## config.mk

```make
export PLATFORM = sky130hd
export DESIGN_NAME = sbs_serial
export DESIGN_NICKNAME = d
export VERILOG_FILES = /design/src/sbs_pkg.sv /design/src/sbs_serial.sv
export SDC_FILE = /design/constraint.sdc
export NUM_CORES = 1
export LEC_CHECK = 0
export ABC_AREA = 1
export BUFFER_PORTS_ARGS = -buffer_cell sky130_fd_sc_hd__buf_2
export CORE_MARGIN = 2
export CORE_UTILIZATION = 30
export DETAILED_ROUTE_END_ITERATION = 10
export PLACE_DENSITY_LB_ADDON = 0.25
export SLEW_MARGIN = 20
export SYNTH_ARGS = -nofsm -noshare
export SYNTH_HDL_FRONTEND = slang
export SYNTH_SLANG_ARGS = --single-unit
```

## constraint.sdc

```tcl
create_clock -name clk_i -period 22.4 [get_ports clk_i]
set_input_delay 1.12 -clock clk_i [delete_from_list [all_inputs] [get_ports clk_i]]
set_output_delay 1.12 -clock clk_i [all_outputs]
set_load 0.03 [all_outputs]
```

## src/sbs_pkg.sv

```systemverilog
// Package with register map, field positions and carriers of the serial block
package sbs_pkg;
  localparam int unsigned ADDR_W            = 8;
  localparam logic [7:0]  OFF_BAUD_CONTROL  = 8'h00;
  localparam logic [7:0]  OFF_RX_STATUS_CTL = 8'h04;
  localparam logic [7:0]  OFF_DIVISOR_LOW   = 8'h08;
  localparam logic [7:0]  OFF_DIVISOR_HIGH  = 8'h0C;
  localparam logic [7:0]  OFF_TX_DATA       = 8'h10;
  localparam logic [7:0]  OFF_TX_STATUS_CTL = 8'h14;
  localparam logic [7:0]  OFF_RX_DATA       = 8'h18;
  localparam logic [7:0]  OFF_FLAGS         = 8'h1C;
  // baud_control fields
  localparam int unsigned BC_IDLE_RX  = 6;
  localparam int unsigned BC_CLK_POL  = 4;
  localparam int unsigned BC_WIDE_DIV = 3;
  localparam int unsigned BC_WAKE     = 1;
  localparam int unsigned BC_AUTOBAUD = 0;
  // receive_status_control fields
  localparam int unsigned RS_PORT_EN  = 7;
  localparam int unsigned RS_NINE_RX  = 6;
  localparam int unsigned RS_SINGLE   = 5;
  localparam int unsigned RS_CONT     = 4;
  localparam int unsigned RS_FRAME    = 2;
  localparam int unsigned RS_NINTH_RX = 0;
  // transmit_status_control fields
  localparam int unsigned TS_MASTER   = 7;
  localparam int unsigned TS_NINE_TX  = 6;
  localparam int unsigned TS_TX_EN    = 5;
  localparam int unsigned TS_SYNC     = 4;
  localparam int unsigned TS_BREAK    = 3;
  localparam int unsigned TS_HIGH_SPD = 2;
  localparam int unsigned TS_SR_EMPTY = 1;
  localparam int unsigned TS_NINTH_TX = 0;
  // flags fields
  localparam int unsigned FL_TX_EMPTY = 0;
  localparam int unsigned FL_RX_READY = 1;
  // Frame sizes and divider prescales
  localparam logic [3:0]  BREAK_BITS  = 4'hC;
  localparam logic [3:0]  BYTE_BITS   = 4'h8;
  localparam logic [3:0]  NINE_BITS   = 4'h9;
  localparam logic [6:0]  PRE_SLOW    = 7'h40;
  localparam logic [6:0]  PRE_MID     = 7'h10;
  localparam logic [6:0]  PRE_FAST    = 7'h04;
  localparam logic [7:0]  RESET_BYTE  = 8'h00;

  typedef enum logic [3:0] {
    TX_IDLE  = 4'b0001,
    TX_START = 4'b0010,
    TX_DATA  = 4'b0100,
    TX_STOP  = 4'b1000
  } sbs_tx_e;

  typedef enum logic [3:0] {
    RX_IDLE  = 4'b0001,
    RX_START = 4'b0010,
    RX_DATA  = 4'b0100,
    RX_STOP  = 4'b1000
  } sbs_rx_e;

  typedef struct packed {
    logic clock_pin;
    logic clock_pin_oe;
    logic data_pin;
    logic data_pin_oe;
  } sbs_pins_s;

  typedef struct packed {
    logic        psel;
    logic        penable;
    logic        pwrite;
    logic [7:0]  paddr;
    logic [31:0] pwdata;
  } sbs_apb_req_s;
endpackage

```

## src/sbs_serial.sv

```systemverilog
// Serial transceiver: break transmit, break receive and synchronous master
// Summary of operation
// - Break is start bit, twelve zero bits, then stop bit at bit rate.
// - With break request and transmit enabled, data write sends all zeros.
// - Hardware clears break request after its stop bit; queued byte follows.
// - Shift register empty flag tracks break transmission like normal characters.
// - Buffer empty flag rises when data register empties; software waits.
// - Received break gives ready flag, framing error and data 00h.
// - Wake-on-edge watches two transitions, flags, then receives next byte.
// - Synchronous data line is half duplex, never sending and receiving.
// - Synchronous characters carry no start or stop bits.
// - Control bits select synchronous mode, clock master and port enable.
// - Both receive enables clear means transmit direction, else receive.
// - Master drives shift clock and enables clock pin driver.
// - Exactly one clock cycle per data bit, no extras.
// - Clock polarity bit sets idle level and data change edge.
// - Master transmit drives data and clock pins with drivers enabled.
// - Write waits while shift register busy, else loads and starts.
// - Data changes on leading clock edge, stable until next leading.
// - Nine-bit mode sends ninth bit, loaded before the low byte.
// - Transmit shift register has no software address.
// - Wake mode clears its enable on rising line and returns idle.
//
// The APB slave port and the placing of the registers were chosen for this implementation.
`timescale 1ns/1ps
module sbs_serial (
  input  wire logic        clk_i,
  input  wire logic        resetn_i,
  input  wire logic        psel_i,
  input  wire logic        penable_i,
  input  wire logic        pwrite_i,
  input  wire logic [7:0]  paddr_i,
  input  wire logic [31:0] pwdata_i,
  output logic [31:0]      prdata_o,
  output logic             pready_o,
  output logic             pslverr_o,
  input  wire logic        data_pin_i,
  output logic             data_pin_o,
  output logic             data_pin_oe_o,
  output logic             clock_pin_o,
  output logic             clock_pin_oe_o
);

  typedef struct packed {
    logic                clk_pol;
    logic                wide_div;
    logic                wake_en;
    logic                autobaud;
    logic                port_en;
    logic                nine_rx;
    logic                single_rx;
    logic                cont_rx;
    logic                frame_err;
    logic                ninth_rx;
    logic [7:0]          div_low;
    logic [7:0]          div_high;
    logic                master;
    logic                nine_tx;
    logic                tx_en;
    logic                sync_mode;
    logic                break_req;
    logic                high_spd;
    logic                ninth_tx;
    logic [8:0]          tx_buf;
    logic                tx_full;
    logic [11:0]         tx_shift;
    logic [3:0]          tx_bits;
    logic                tx_brk;
    sbs_pkg::sbs_tx_e    tx_state;
    logic [23:0]         tx_cnt;
    sbs_pkg::sbs_rx_e    rx_state;
    logic [23:0]         rx_cnt;
    logic [8:0]          rx_shift;
    logic [3:0]          rx_bits;
    logic [7:0]          rx_data;
    logic                rx_ready;
    logic                line_meta;
    logic                line_sync;
    logic                line_prev;
    sbs_pkg::sbs_pins_s  pins;
    logic [31:0]         rdata;
    logic                slverr;
  } sbs_state_s;

  sbs_state_s           st;
  sbs_state_s           next_st;
  sbs_pkg::sbs_apb_req_s req;
  logic [16:0]          div_full;
  logic [23:0]          period;
  logic [23:0]          half;
  logic                 tx_dir;
  logic                 can_load;
  logic                 tx_tick;
  logic                 rx_tick;
  logic                 rx_half;
  logic                 fall;
  logic                 rise;
  logic                 wr_acc;
  logic                 rd_acc;
  logic [8:0]           rd_word;

  // Base clock prescale from divider selects
  function automatic logic [6:0] sbs_prescale(input logic wide,
                                               input logic fast);
    logic [6:0] p;
    p = sbs_pkg::PRE_MID;
    if (wide && fast) begin
      p = sbs_pkg::PRE_FAST;
    end else if (!wide && !fast) begin
      p = sbs_pkg::PRE_SLOW;
    end
    return p;
  endfunction

  // Register read mux
  function automatic logic [8:0] sbs_read(input sbs_state_s s,
                                          input logic [7:0] a);
    logic [8:0] d;
    d = 9'h000;
    case (a)
      sbs_pkg::OFF_BAUD_CONTROL: begin
        d[sbs_pkg::BC_IDLE_RX]  = (s.rx_state == sbs_pkg::RX_IDLE);
        d[sbs_pkg::BC_CLK_POL]  = s.clk_pol;
        d[sbs_pkg::BC_WIDE_DIV] = s.wide_div;
        d[sbs_pkg::BC_WAKE]     = s.wake_en;
        d[sbs_pkg::BC_AUTOBAUD] = s.autobaud;
      end
      sbs_pkg::OFF_RX_STATUS_CTL: begin
        d[sbs_pkg::RS_PORT_EN]  = s.port_en;
        d[sbs_pkg::RS_NINE_RX]  = s.nine_rx;
        d[sbs_pkg::RS_SINGLE]   = s.single_rx;
        d[sbs_pkg::RS_CONT]     = s.cont_rx;
        d[sbs_pkg::RS_FRAME]    = s.frame_err;
        d[sbs_pkg::RS_NINTH_RX] = s.ninth_rx;
      end
      sbs_pkg::OFF_DIVISOR_LOW:  d[7:0] = s.div_low;
      sbs_pkg::OFF_DIVISOR_HIGH: d[7:0] = s.div_high;
      sbs_pkg::OFF_TX_STATUS_CTL: begin
        d[sbs_pkg::TS_MASTER]   = s.master;
        d[sbs_pkg::TS_NINE_TX]  = s.nine_tx;
        d[sbs_pkg::TS_TX_EN]    = s.tx_en;
        d[sbs_pkg::TS_SYNC]     = s.sync_mode;
        d[sbs_pkg::TS_BREAK]    = s.break_req;
        d[sbs_pkg::TS_HIGH_SPD] = s.high_spd;
        d[sbs_pkg::TS_SR_EMPTY] = (s.tx_state == sbs_pkg::TX_IDLE);
        d[sbs_pkg::TS_NINTH_TX] = s.ninth_tx;
      end
      sbs_pkg::OFF_RX_DATA: d[7:0] = s.rx_data;
      sbs_pkg::OFF_FLAGS: begin
        d[sbs_pkg::FL_TX_EMPTY] = !s.tx_full;
        d[sbs_pkg::FL_RX_READY] = s.rx_ready;
      end
      sbs_pkg::OFF_TX_DATA: d = 9'h000;
      // Flag in bit 8 marks an undecoded address
      default: d = 9'h100;
    endcase
    return d;
  endfunction

  assign req      = '{psel_i, penable_i, pwrite_i, paddr_i, pwdata_i};
  assign pready_o = 1'b1;
  assign rd_word  = sbs_read(st, req.paddr);
  assign wr_acc   = req.psel && req.penable && req.pwrite;
  assign rd_acc   = req.psel && req.penable && !req.pwrite;

  // Bit time from divisor pair and prescale
  assign div_full = st.wide_div ? {1'b0, st.div_high, st.div_low}
                                : {9'h000, st.div_low};
  assign period   = 24'(div_full + 17'h00001)
                    * 24'(sbs_prescale(st.wide_div, st.high_spd));
  assign half     = period >> 1;
  assign tx_tick  = (st.tx_cnt == period - 24'h000001);
  assign rx_tick  = (st.rx_cnt == period - 24'h000001);
  assign rx_half  = (st.rx_cnt == half - 24'h000001);
  assign fall     = st.line_prev && !st.line_sync;
  assign rise     = !st.line_prev && st.line_sync;

  // Direction: transmit only with both receive enables clear
  assign tx_dir   = !st.single_rx && !st.cont_rx;
  // Load waits for an empty shift register
  assign can_load = st.tx_full && st.tx_en && st.port_en
                    && (st.tx_state == sbs_pkg::TX_IDLE)
                    && (!st.sync_mode || (st.master && tx_dir));

  always_comb begin
    next_st           = st;
    next_st.line_meta = data_pin_i;
    next_st.line_sync = st.line_meta;
    next_st.line_prev = st.line_sync;
    next_st.slverr    = 1'b0;

    // Transmitter
    next_st.tx_cnt = tx_tick ? 24'h000000 : st.tx_cnt + 24'h000001;
    case (st.tx_state)
      sbs_pkg::TX_IDLE: begin
        next_st.tx_cnt = 24'h000000;
        if (can_load) begin
          next_st.tx_full  = 1'b0;
          next_st.tx_brk   = st.break_req && !st.sync_mode;
          if (st.break_req && !st.sync_mode) begin
            next_st.tx_shift = 12'h000;
            next_st.tx_bits  = sbs_pkg::BREAK_BITS;
          end else begin
            next_st.tx_shift = {3'h0, st.tx_buf};
            next_st.tx_bits  = st.nine_tx ? sbs_pkg::NINE_BITS
                                          : sbs_pkg::BYTE_BITS;
          end
          // No start bit in synchronous mode
          next_st.tx_state = st.sync_mode ? sbs_pkg::TX_DATA
                                          : sbs_pkg::TX_START;
        end
      end
      sbs_pkg::TX_START: begin
        if (tx_tick) begin
          next_st.tx_state = sbs_pkg::TX_DATA;
        end
      end
      sbs_pkg::TX_DATA: begin
        if (tx_tick) begin
          next_st.tx_shift = st.tx_shift >> 1;
          next_st.tx_bits  = st.tx_bits - 4'h1;
          if (st.tx_bits == 4'h1) begin
            // One clock per bit, then stop
            next_st.tx_state = st.sync_mode ? sbs_pkg::TX_IDLE
                                            : sbs_pkg::TX_STOP;
          end
        end
      end
      sbs_pkg::TX_STOP: begin
        if (tx_tick) begin
          next_st.tx_state = sbs_pkg::TX_IDLE;
          if (st.tx_brk) begin
            next_st.break_req = 1'b0;
            next_st.tx_brk    = 1'b0;
          end
        end
      end
      default: next_st.tx_state = sbs_pkg::TX_IDLE;
    endcase
    // Transmit disable aborts a synchronous character
    if (st.sync_mode && (!st.tx_en || !st.port_en)) begin
      next_st.tx_state = sbs_pkg::TX_IDLE;
    end

    // Asynchronous receiver, idle while waking or synchronous
    next_st.rx_cnt = st.rx_cnt + 24'h000001;
    case (st.rx_state)
      sbs_pkg::RX_IDLE: begin
        next_st.rx_cnt = 24'h000000;
        if (fall && st.port_en && st.cont_rx && !st.sync_mode
            && !st.wake_en) begin
          next_st.rx_state = sbs_pkg::RX_START;
          next_st.rx_bits  = st.nine_rx ? sbs_pkg::NINE_BITS
                                        : sbs_pkg::BYTE_BITS;
        end
      end
      sbs_pkg::RX_START: begin
        if (rx_half) begin
          next_st.rx_cnt   = 24'h000000;
          next_st.rx_state = st.line_sync ? sbs_pkg::RX_IDLE
                                          : sbs_pkg::RX_DATA;
        end
      end
      sbs_pkg::RX_DATA: begin
        if (rx_tick) begin
          next_st.rx_cnt   = 24'h000000;
          next_st.rx_shift = {st.line_sync, st.rx_shift[8:1]};
          next_st.rx_bits  = st.rx_bits - 4'h1;
          if (st.rx_bits == 4'h1) begin
            next_st.rx_state = sbs_pkg::RX_STOP;
          end
        end
      end
      sbs_pkg::RX_STOP: begin
        if (rx_tick) begin
          next_st.rx_state  = sbs_pkg::RX_IDLE;
          // Low stop bit reports a framing error, whatever the data
          next_st.frame_err = !st.line_sync;
          next_st.rx_data   = st.nine_rx ? st.rx_shift[7:0]
                                         : st.rx_shift[8:1];
          next_st.ninth_rx  = st.nine_rx && st.rx_shift[8];
        end
      end
      default: next_st.rx_state = sbs_pkg::RX_IDLE;
    endcase
    if (!st.port_en || st.sync_mode) begin
      next_st.rx_state = sbs_pkg::RX_IDLE;
    end

    // Register access: read data latched in the setup phase, writes at the access edge
    if (req.psel && !req.penable) begin
      {next_st.slverr, next_st.rdata} = {1'b0, 23'h000000, rd_word};
      if (rd_word[8]) begin
        next_st.rdata  = 32'h00000000;
        next_st.slverr = 1'b1;
      end
    end else begin
      next_st.slverr = st.slverr && req.psel;
    end
    if (rd_acc && (req.paddr == sbs_pkg::OFF_RX_DATA)) begin
      next_st.rx_ready = 1'b0;
    end
    if (wr_acc) begin
      case (req.paddr)
        sbs_pkg::OFF_BAUD_CONTROL: begin
          next_st.clk_pol  = req.pwdata[sbs_pkg::BC_CLK_POL];
          next_st.wide_div = req.pwdata[sbs_pkg::BC_WIDE_DIV];
          next_st.wake_en  = req.pwdata[sbs_pkg::BC_WAKE];
          next_st.autobaud = req.pwdata[sbs_pkg::BC_AUTOBAUD];
        end
        sbs_pkg::OFF_RX_STATUS_CTL: begin
          next_st.port_en   = req.pwdata[sbs_pkg::RS_PORT_EN];
          next_st.nine_rx   = req.pwdata[sbs_pkg::RS_NINE_RX];
          next_st.single_rx = req.pwdata[sbs_pkg::RS_SINGLE];
          next_st.cont_rx   = req.pwdata[sbs_pkg::RS_CONT];
        end
        sbs_pkg::OFF_DIVISOR_LOW:  next_st.div_low  = req.pwdata[7:0];
        sbs_pkg::OFF_DIVISOR_HIGH: next_st.div_high = req.pwdata[7:0];
        sbs_pkg::OFF_TX_DATA: begin
          if (!st.tx_full) begin
            next_st.tx_buf  = {st.ninth_tx, req.pwdata[7:0]};
            next_st.tx_full = 1'b1;
          end
        end
        sbs_pkg::OFF_TX_STATUS_CTL: begin
          next_st.master    = req.pwdata[sbs_pkg::TS_MASTER];
          next_st.nine_tx   = req.pwdata[sbs_pkg::TS_NINE_TX];
          next_st.tx_en     = req.pwdata[sbs_pkg::TS_TX_EN];
          next_st.sync_mode = req.pwdata[sbs_pkg::TS_SYNC];
          next_st.break_req = req.pwdata[sbs_pkg::TS_BREAK];
          next_st.high_spd  = req.pwdata[sbs_pkg::TS_HIGH_SPD];
          next_st.ninth_tx  = req.pwdata[sbs_pkg::TS_NINTH_TX];
        end
        default: next_st.slverr = st.slverr;
      endcase
    end

    // Wake on edge: falling flags, rising ends the break
    if (st.wake_en && st.port_en && !st.sync_mode) begin
      if (rise) begin
        next_st.wake_en = 1'b0;
      end
    end
    // Hardware sets win over the read clear
    if ((st.wake_en && st.port_en && !st.sync_mode && fall)
        || ((st.rx_state == sbs_pkg::RX_STOP) && rx_tick)) begin
      next_st.rx_ready = 1'b1;
    end

    // Pin drivers from the next state
    next_st.pins = '{1'b1, 1'b0, 1'b1, 1'b0};
    if (next_st.port_en && next_st.sync_mode) begin
      // Master drives clock; data only when transmitting
      next_st.pins.clock_pin_oe = next_st.master;
      next_st.pins.data_pin_oe  = next_st.master && !next_st.single_rx
                                  && !next_st.cont_rx;
      next_st.pins.clock_pin    = next_st.clk_pol;
      // Data holds past the last bit
      next_st.pins.data_pin     = st.pins.data_pin;
      if (next_st.tx_state == sbs_pkg::TX_DATA) begin
        // Leading edge at bit start, trailing at mid-bit
        next_st.pins.clock_pin = (next_st.tx_cnt < half)
                                 ? !next_st.clk_pol : next_st.clk_pol;
        next_st.pins.data_pin  = next_st.tx_shift[0];
      end
    end else if (next_st.port_en) begin
      next_st.pins.clock_pin_oe = next_st.tx_en;
      case (next_st.tx_state)
        sbs_pkg::TX_START: next_st.pins.clock_pin = 1'b0;
        sbs_pkg::TX_DATA:  next_st.pins.clock_pin = next_st.tx_shift[0];
        default:           next_st.pins.clock_pin = 1'b1;
      endcase
    end
  end

  always_ff @(posedge clk_i or negedge resetn_i) begin
    if (!resetn_i) begin
      st          <= '0;
      st.tx_state <= sbs_pkg::TX_IDLE;
      st.rx_state <= sbs_pkg::RX_IDLE;
      st.rx_data  <= sbs_pkg::RESET_BYTE;
      st.pins     <= '{1'b1, 1'b0, 1'b1, 1'b0};
    end else begin
      st <= next_st;
    end
  end

  assign prdata_o       = st.rdata;
  assign pslverr_o      = st.slverr;
  assign clock_pin_o    = st.pins.clock_pin;
  assign clock_pin_oe_o = st.pins.clock_pin_oe;
  assign data_pin_o     = st.pins.data_pin;
  assign data_pin_oe_o  = st.pins.data_pin_oe;

endmodule

```

# Yosys cells after proc, flatten, opt, wreduce, memory -nomap -nowiden
# Index checks and enable logic that the tools add are counted.
# totals
mem_bits_ro	0
output_inout_bits	38
ff_bits	178
mem_bits_rw	0
word_cells	221
memories	0
inputBits	46
latchBits	0
# op_classes
n_shift	0
order_cmp	1
div_mod_pow	0
n_bitwise	1
eq_ne	34
n_reduce_logical	69
n_mul	1
n_mux	66
add_sub_neg	7
# op_table
operator	n
== test 24 bit	3
one-hot mux 24 bit (3 select lines)	1
adder 24 x 1 -> 24 bit, second input constant	2
2-to-1 mux 24 bit	2
2-to-1 mux 4 bit	12
2-to-1 mux 41 bit	1
== test 8 x 5 -> 1 bit, second input constant	4
2-to-1 mux 16 bit	2
one-hot mux 16 bit (2 select lines)	1
one-hot mux 4 bit (4 select lines)	2
logical AND 1 bit	30
2-to-1 mux 28 bit	1
< comparator 24 x 23 -> 1 bit	1
multiplier 17 x 7 -> 24 bit	1
subtractor 23 x 1 -> 24 bit, second input constant	1
subtractor 24 x 1 -> 24 bit, second input constant	1
2-to-1 mux 22 bit	1
2-to-1 mux 7 bit	3
2-to-1 mux 10 bit	2
one-hot mux 1 bit (5 select lines)	4
one-hot mux 1 bit (6 select lines)	3
adder 16 x 1 -> 17 bit, second input constant	1
2-to-1 mux 17 bit	1
== test 4 x 1 -> 1 bit, second input constant	4
other kinds (30)	95

# Depth between registers and ports, before layout
# logic_depth
word_depth	14
ltp_mapped	53
mapped_depth_nobuf	52

# Least setup slack after synthesis
# OpenSTA, ideal clock, no wires.
# synth_timing
path_kind	flip-flop to flip-flop
start	register st[160] in the netlist's numbering
end	register st (netlist bit clock_pin_o)
slack_ps	15386
synth_period_minus_slack_ps	7014
stages_incl_launch_ff	52
setup_ps	60
arrival_time_ps	6954
path_cell_list	dfrtp_1 ha_1 nand2_1 nor2_1 nand4_1 nor3_1 nand4_1 nor2_1 inv_1 nor2_1 inv_1 nand2_1 nor2_1 ha_1 inv_1 fa_1 inv_1 ha_1 [16 not listed] nor2_1 nand2_1 nand2_1 clkbuf_1 nor2_1 ha_1 a21oi_1 nor2_1 a211oi_1 o21ai_0 a221o_1 nand4_1 nand2_1 nor2_2 nand2_1 nand2_1 nand3_1 nand2_1
# synth_lines
element	line_no	source
start, declared	sbs_serial.sv:85	sbs_state_s st;
start signal, assigned	sbs_serial.sv:384	st <= next_st;

==> impl_metrics.csv <==
group,metric,value,unit
run_status,status,"finished clean",
run,drv_cap,0,
power_and_ir_drop,switching_share,31.2,%
worst_setup_path,worstPathArrival,8730,ps
global_route,grt.met2_usage,24.8,%
power_and_ir_drop,pwr-share-comb,10.8,%
global_route,track_usage,15.4,%
clock_network,cts_setup_buffers,0,
yosys,ys_types,65,
worst_setup_path,ff2ff_setup_slack,14070,ps
global_route,grt_first_pass_wirelength,54.1,mm
sta,fin_skew,16.1,ps
route,vias,11100,
sta,final.setup.tns,0,ps
finish,syn_to_final_growth,9.49,%
sta,finalHoldViolations,0,
worst_setup_path,start_kind,"flop",
floorplan,die_y,210,um
min_path,worstHoldEndpoint,"next_st[37]",
placed_design,portBuffers,34,
route,vias_per_cell,4.75,
sta,worst_pin_slew,962,ps
yosys,synthAdderAreaFrac,12.2,%
min_path,whs_path_depth,0,
power_and_ir_drop,p_int,455,uW
yosys,synthTopCellsByArea,"dfrtp_1, nand2_1, ha_1",
yosys,synth_most_common_cell,"nand2_1",
yosys,synth_compound_area_share,8.31,%
power_and_ir_drop,sequentialPowerShare,43.4,%
floorplan,die_w,210,um
clock_network,cts.repair.resized,0,
route,avgRoutedWirePerCell,14.2,um
clock_network,htreeDepth,4,
yosys,synth_edf_count,0,
worst_setup_path,critPathRequiredTime,22790,ps
placed_design,place.detailed.hpwl,26.7,mm
yosys,synthTopCellsByCount,"nand2_1, inv_1, nor2_1",
yosys,ys_seq_area_share,30.2,%
global_route,grt_pass1_vias,10800,
finish,drive_gt1_share,10.8,%
global_route,antenna_found_initial,0,
worst_setup_path,timing_worst_setup_path_type,"reg2reg",
clock_network,clk_pin_slew,70,ps
power_and_ir_drop,p_total,661,uW
sta,finalSetupViolations,0,
global_route,met1_usage,20.8,%
yosys,synth_ff_type,"dfrtp_1",
route,drc_errors,0,
yosys,synthArstFlopShare,100,%
yosys,synth_area,12700,sq um
yosys,syn_avg_cell_area,7.21,sq um
yosys,synth_largest_area_cell,"dfrtp_1",
sta,finalCritPeriodShare,37.2,%
sta,rsz0062_at_grt,"false",
worst_setup_path,r2r-start,"st[160]",
clock_network,cts_buffers,17,
global_route,grt_busiest_layer,"met2",
clock_network,cts.sinks,153,
worst_setup_path,end_kind,"flop",
power_and_ir_drop,power.density,47.5,nW/um^2
worst_setup_path,slowest_stage,"fa_1",
power_and_ir_drop,ir_worst_vdd,0.0464,mV
power_and_ir_drop,power.share.clock,45.8,%
floorplan,coreArea,41900,sq um
sta,drv_slew,0,
sta,period_minus_slack,8330,ps
clock_network,clk_path_buf_depth,2,
yosys,synth-seq-cells,153,
power_and_ir_drop,switching_power,206,uW
yosys,synth_top_family_by_area,"simple AND/OR/NAND/NOR gates",
route,wl,33.1,mm
worst_setup_path,r2r-end,"clock_pin_o",
min_path,hp-class,"reg2reg",
clock_network,cts_tree,"done",
sta,relSlewSlack,35.9,%
finish,nNetsFinal,1947,
clock_network,clock-root-buffer,"clkbuf_16",
yosys,syn-instance-count,1763,
floorplan,io_pins,84,
power_and_ir_drop,p_leak,7.02,nW
worst_setup_path,crit_top_cell,"nand2_1",
route,drtAntennaViolNets,0,
floorplan,die_area,44000,sq um
worst_setup_path,reg2reg_depth,48,
clock_network,ctsHoldBuffers,0,
yosys,synth_xor_area_share,4.71,%
worst_setup_path,worstPathMaxFanout,22,
global_route,grt_max_degree,80,
route,dr.pass1.iters,5,
clock_network,insertion_delay,460,ps
sta,max_freq,0.120,GHz
finish,antenna_cells,0,
yosys,synth_mux_area_share,0.473,%
floorplan,std_cell_rows,75,
yosys,ys_warn_count,0,
yosys,synth_top_area_share,29.3,%
min_path,hp-start,"next_st[38]",
yosys,yosys.area_share.simple,32.9,%
global_route,met3_usage,2.62,%
floorplan,start_util,30.4,%
placed_design,gp_congestion,0.882,
global_route,grt_overflow_total,0,
worst_setup_path,slowest_delay,530,ps
route,first_iter_violations,601,
-- sequential cells by signal, summed over array words and instances, names as in the netlist --
name / count
pslverr_o: 1
data_pin_oe_o: 1
clock_pin_oe_o: 1
st: 138
prdata_o: 8
next_st: 2
clock_pin_o: 1
data_pin_o: 1
-- power by group through the flow --
stage,Clock (mW),Combinational [mW],Sequential (mW)
finish,0.303,0.0712,0.287
global route,0.323,0.0797,0.288
CTS,0.311,0.0719,0.287
detailed placement,0,0.0717,0.292
global placement,0,0.0711,0.292
floorplan,0,0.0495,0.294
-- kinds of logic after synthesis --
kind of cell               count (synthesis)
xor gates and xnor gates                  65
AOI/OAI and AO/OA                        174
buffers and inverters                    336
and+or+nand+nor                          912
muxes                                      6
adders and majority gates                115
DFF                                      153
other                                      2
-- worst max-delay path, delay by kind of cell, from the launching register on --
kind	cells	cell delay (ps)
buffers and inverters	7	620
AOI/OAI and AO/OA	3	660
adders and majority gates	7	2330
DFF	1	510
and+or+nand+nor	30	3620
xor gates and xnor gates	1	480
-- per-stage QoR --
step                      cell area (sq um)  utilization, %  hold WS (ps)  worst slack [ps]  instances
after floorplan                       12800               -           331             15390       1786
after global placement                13300            31.7           346             14080       2306
after detailed placement              13300            31.7           340             14170       2306
after CTS                             13900            33.2           355             14060       2338
after global routing                  13900            33.2           367             13190       2338
final                                 13900            33.2           354             14070       2338
-- cells in the final DEF (no fill, tap or decap), types with 14 or more instances in the layout --
| cell type | synthesis | layout |
|---|---|---|
| a21oi_1 | 31 | 31 |
| buf_2 | 3 | 33 |
| clkbuf_16 | 0 | 17 |
| conb_1 | 2 | 25 |
| dfrtp_1 | 149 | 149 |
| fa_1 | 14 | 14 |
| ha_1 | 101 | 101 |
| inv_1 | 270 | 270 |
| nand2_1 | 417 | 417 |
| nand2_2 | 37 | 37 |
| nand3_1 | 109 | 109 |
| nand4_1 | 22 | 22 |
| nor2_1 | 196 | 196 |
| nor2_2 | 29 | 29 |
| nor3_1 | 37 | 37 |
| nor4_1 | 16 | 15 |
| o21ai_0 | 72 | 72 |
| o21ai_1 | 14 | 14 |
| xor2_1 | 54 | 54 |
-- worst max path at each step --
stage,from,to,slack [ps],depth (start not counted)
3_3_place_gp,st[160],clock_pin_o,14080,48
2_1_floorplan,st[160],clock_pin_o,15390,51
5_1_grt,st[160],clock_pin_o,13190,51
3_5_place_dp,st[160],clock_pin_o,14170,48
6_report,st[160],clock_pin_o,14070,48
4_1_cts,st[160],clock_pin_o,14060,48
-- per-layer routing --
metal | part of all wire [%] | up-vias
li1 | - | 5649
met1 | 49 | 5195
met2 | 44 | 228
met3 | 4.1 | 42
met4 | 2.5 | 0
met5 | 0 | -
-- area by class of cell --
cell class / count / area, sq um
timing repair buffer: 36 / 191
clock buffer: 17 / 425
clock inverter: 15 / 194
tap: 539 / 674
inverter: 281 / 1060
multi-input combinational: 1297 / 7530
fill: 4533 / 27900
sequential: 153 / 3830
Power figures use the tool's default switching activity.
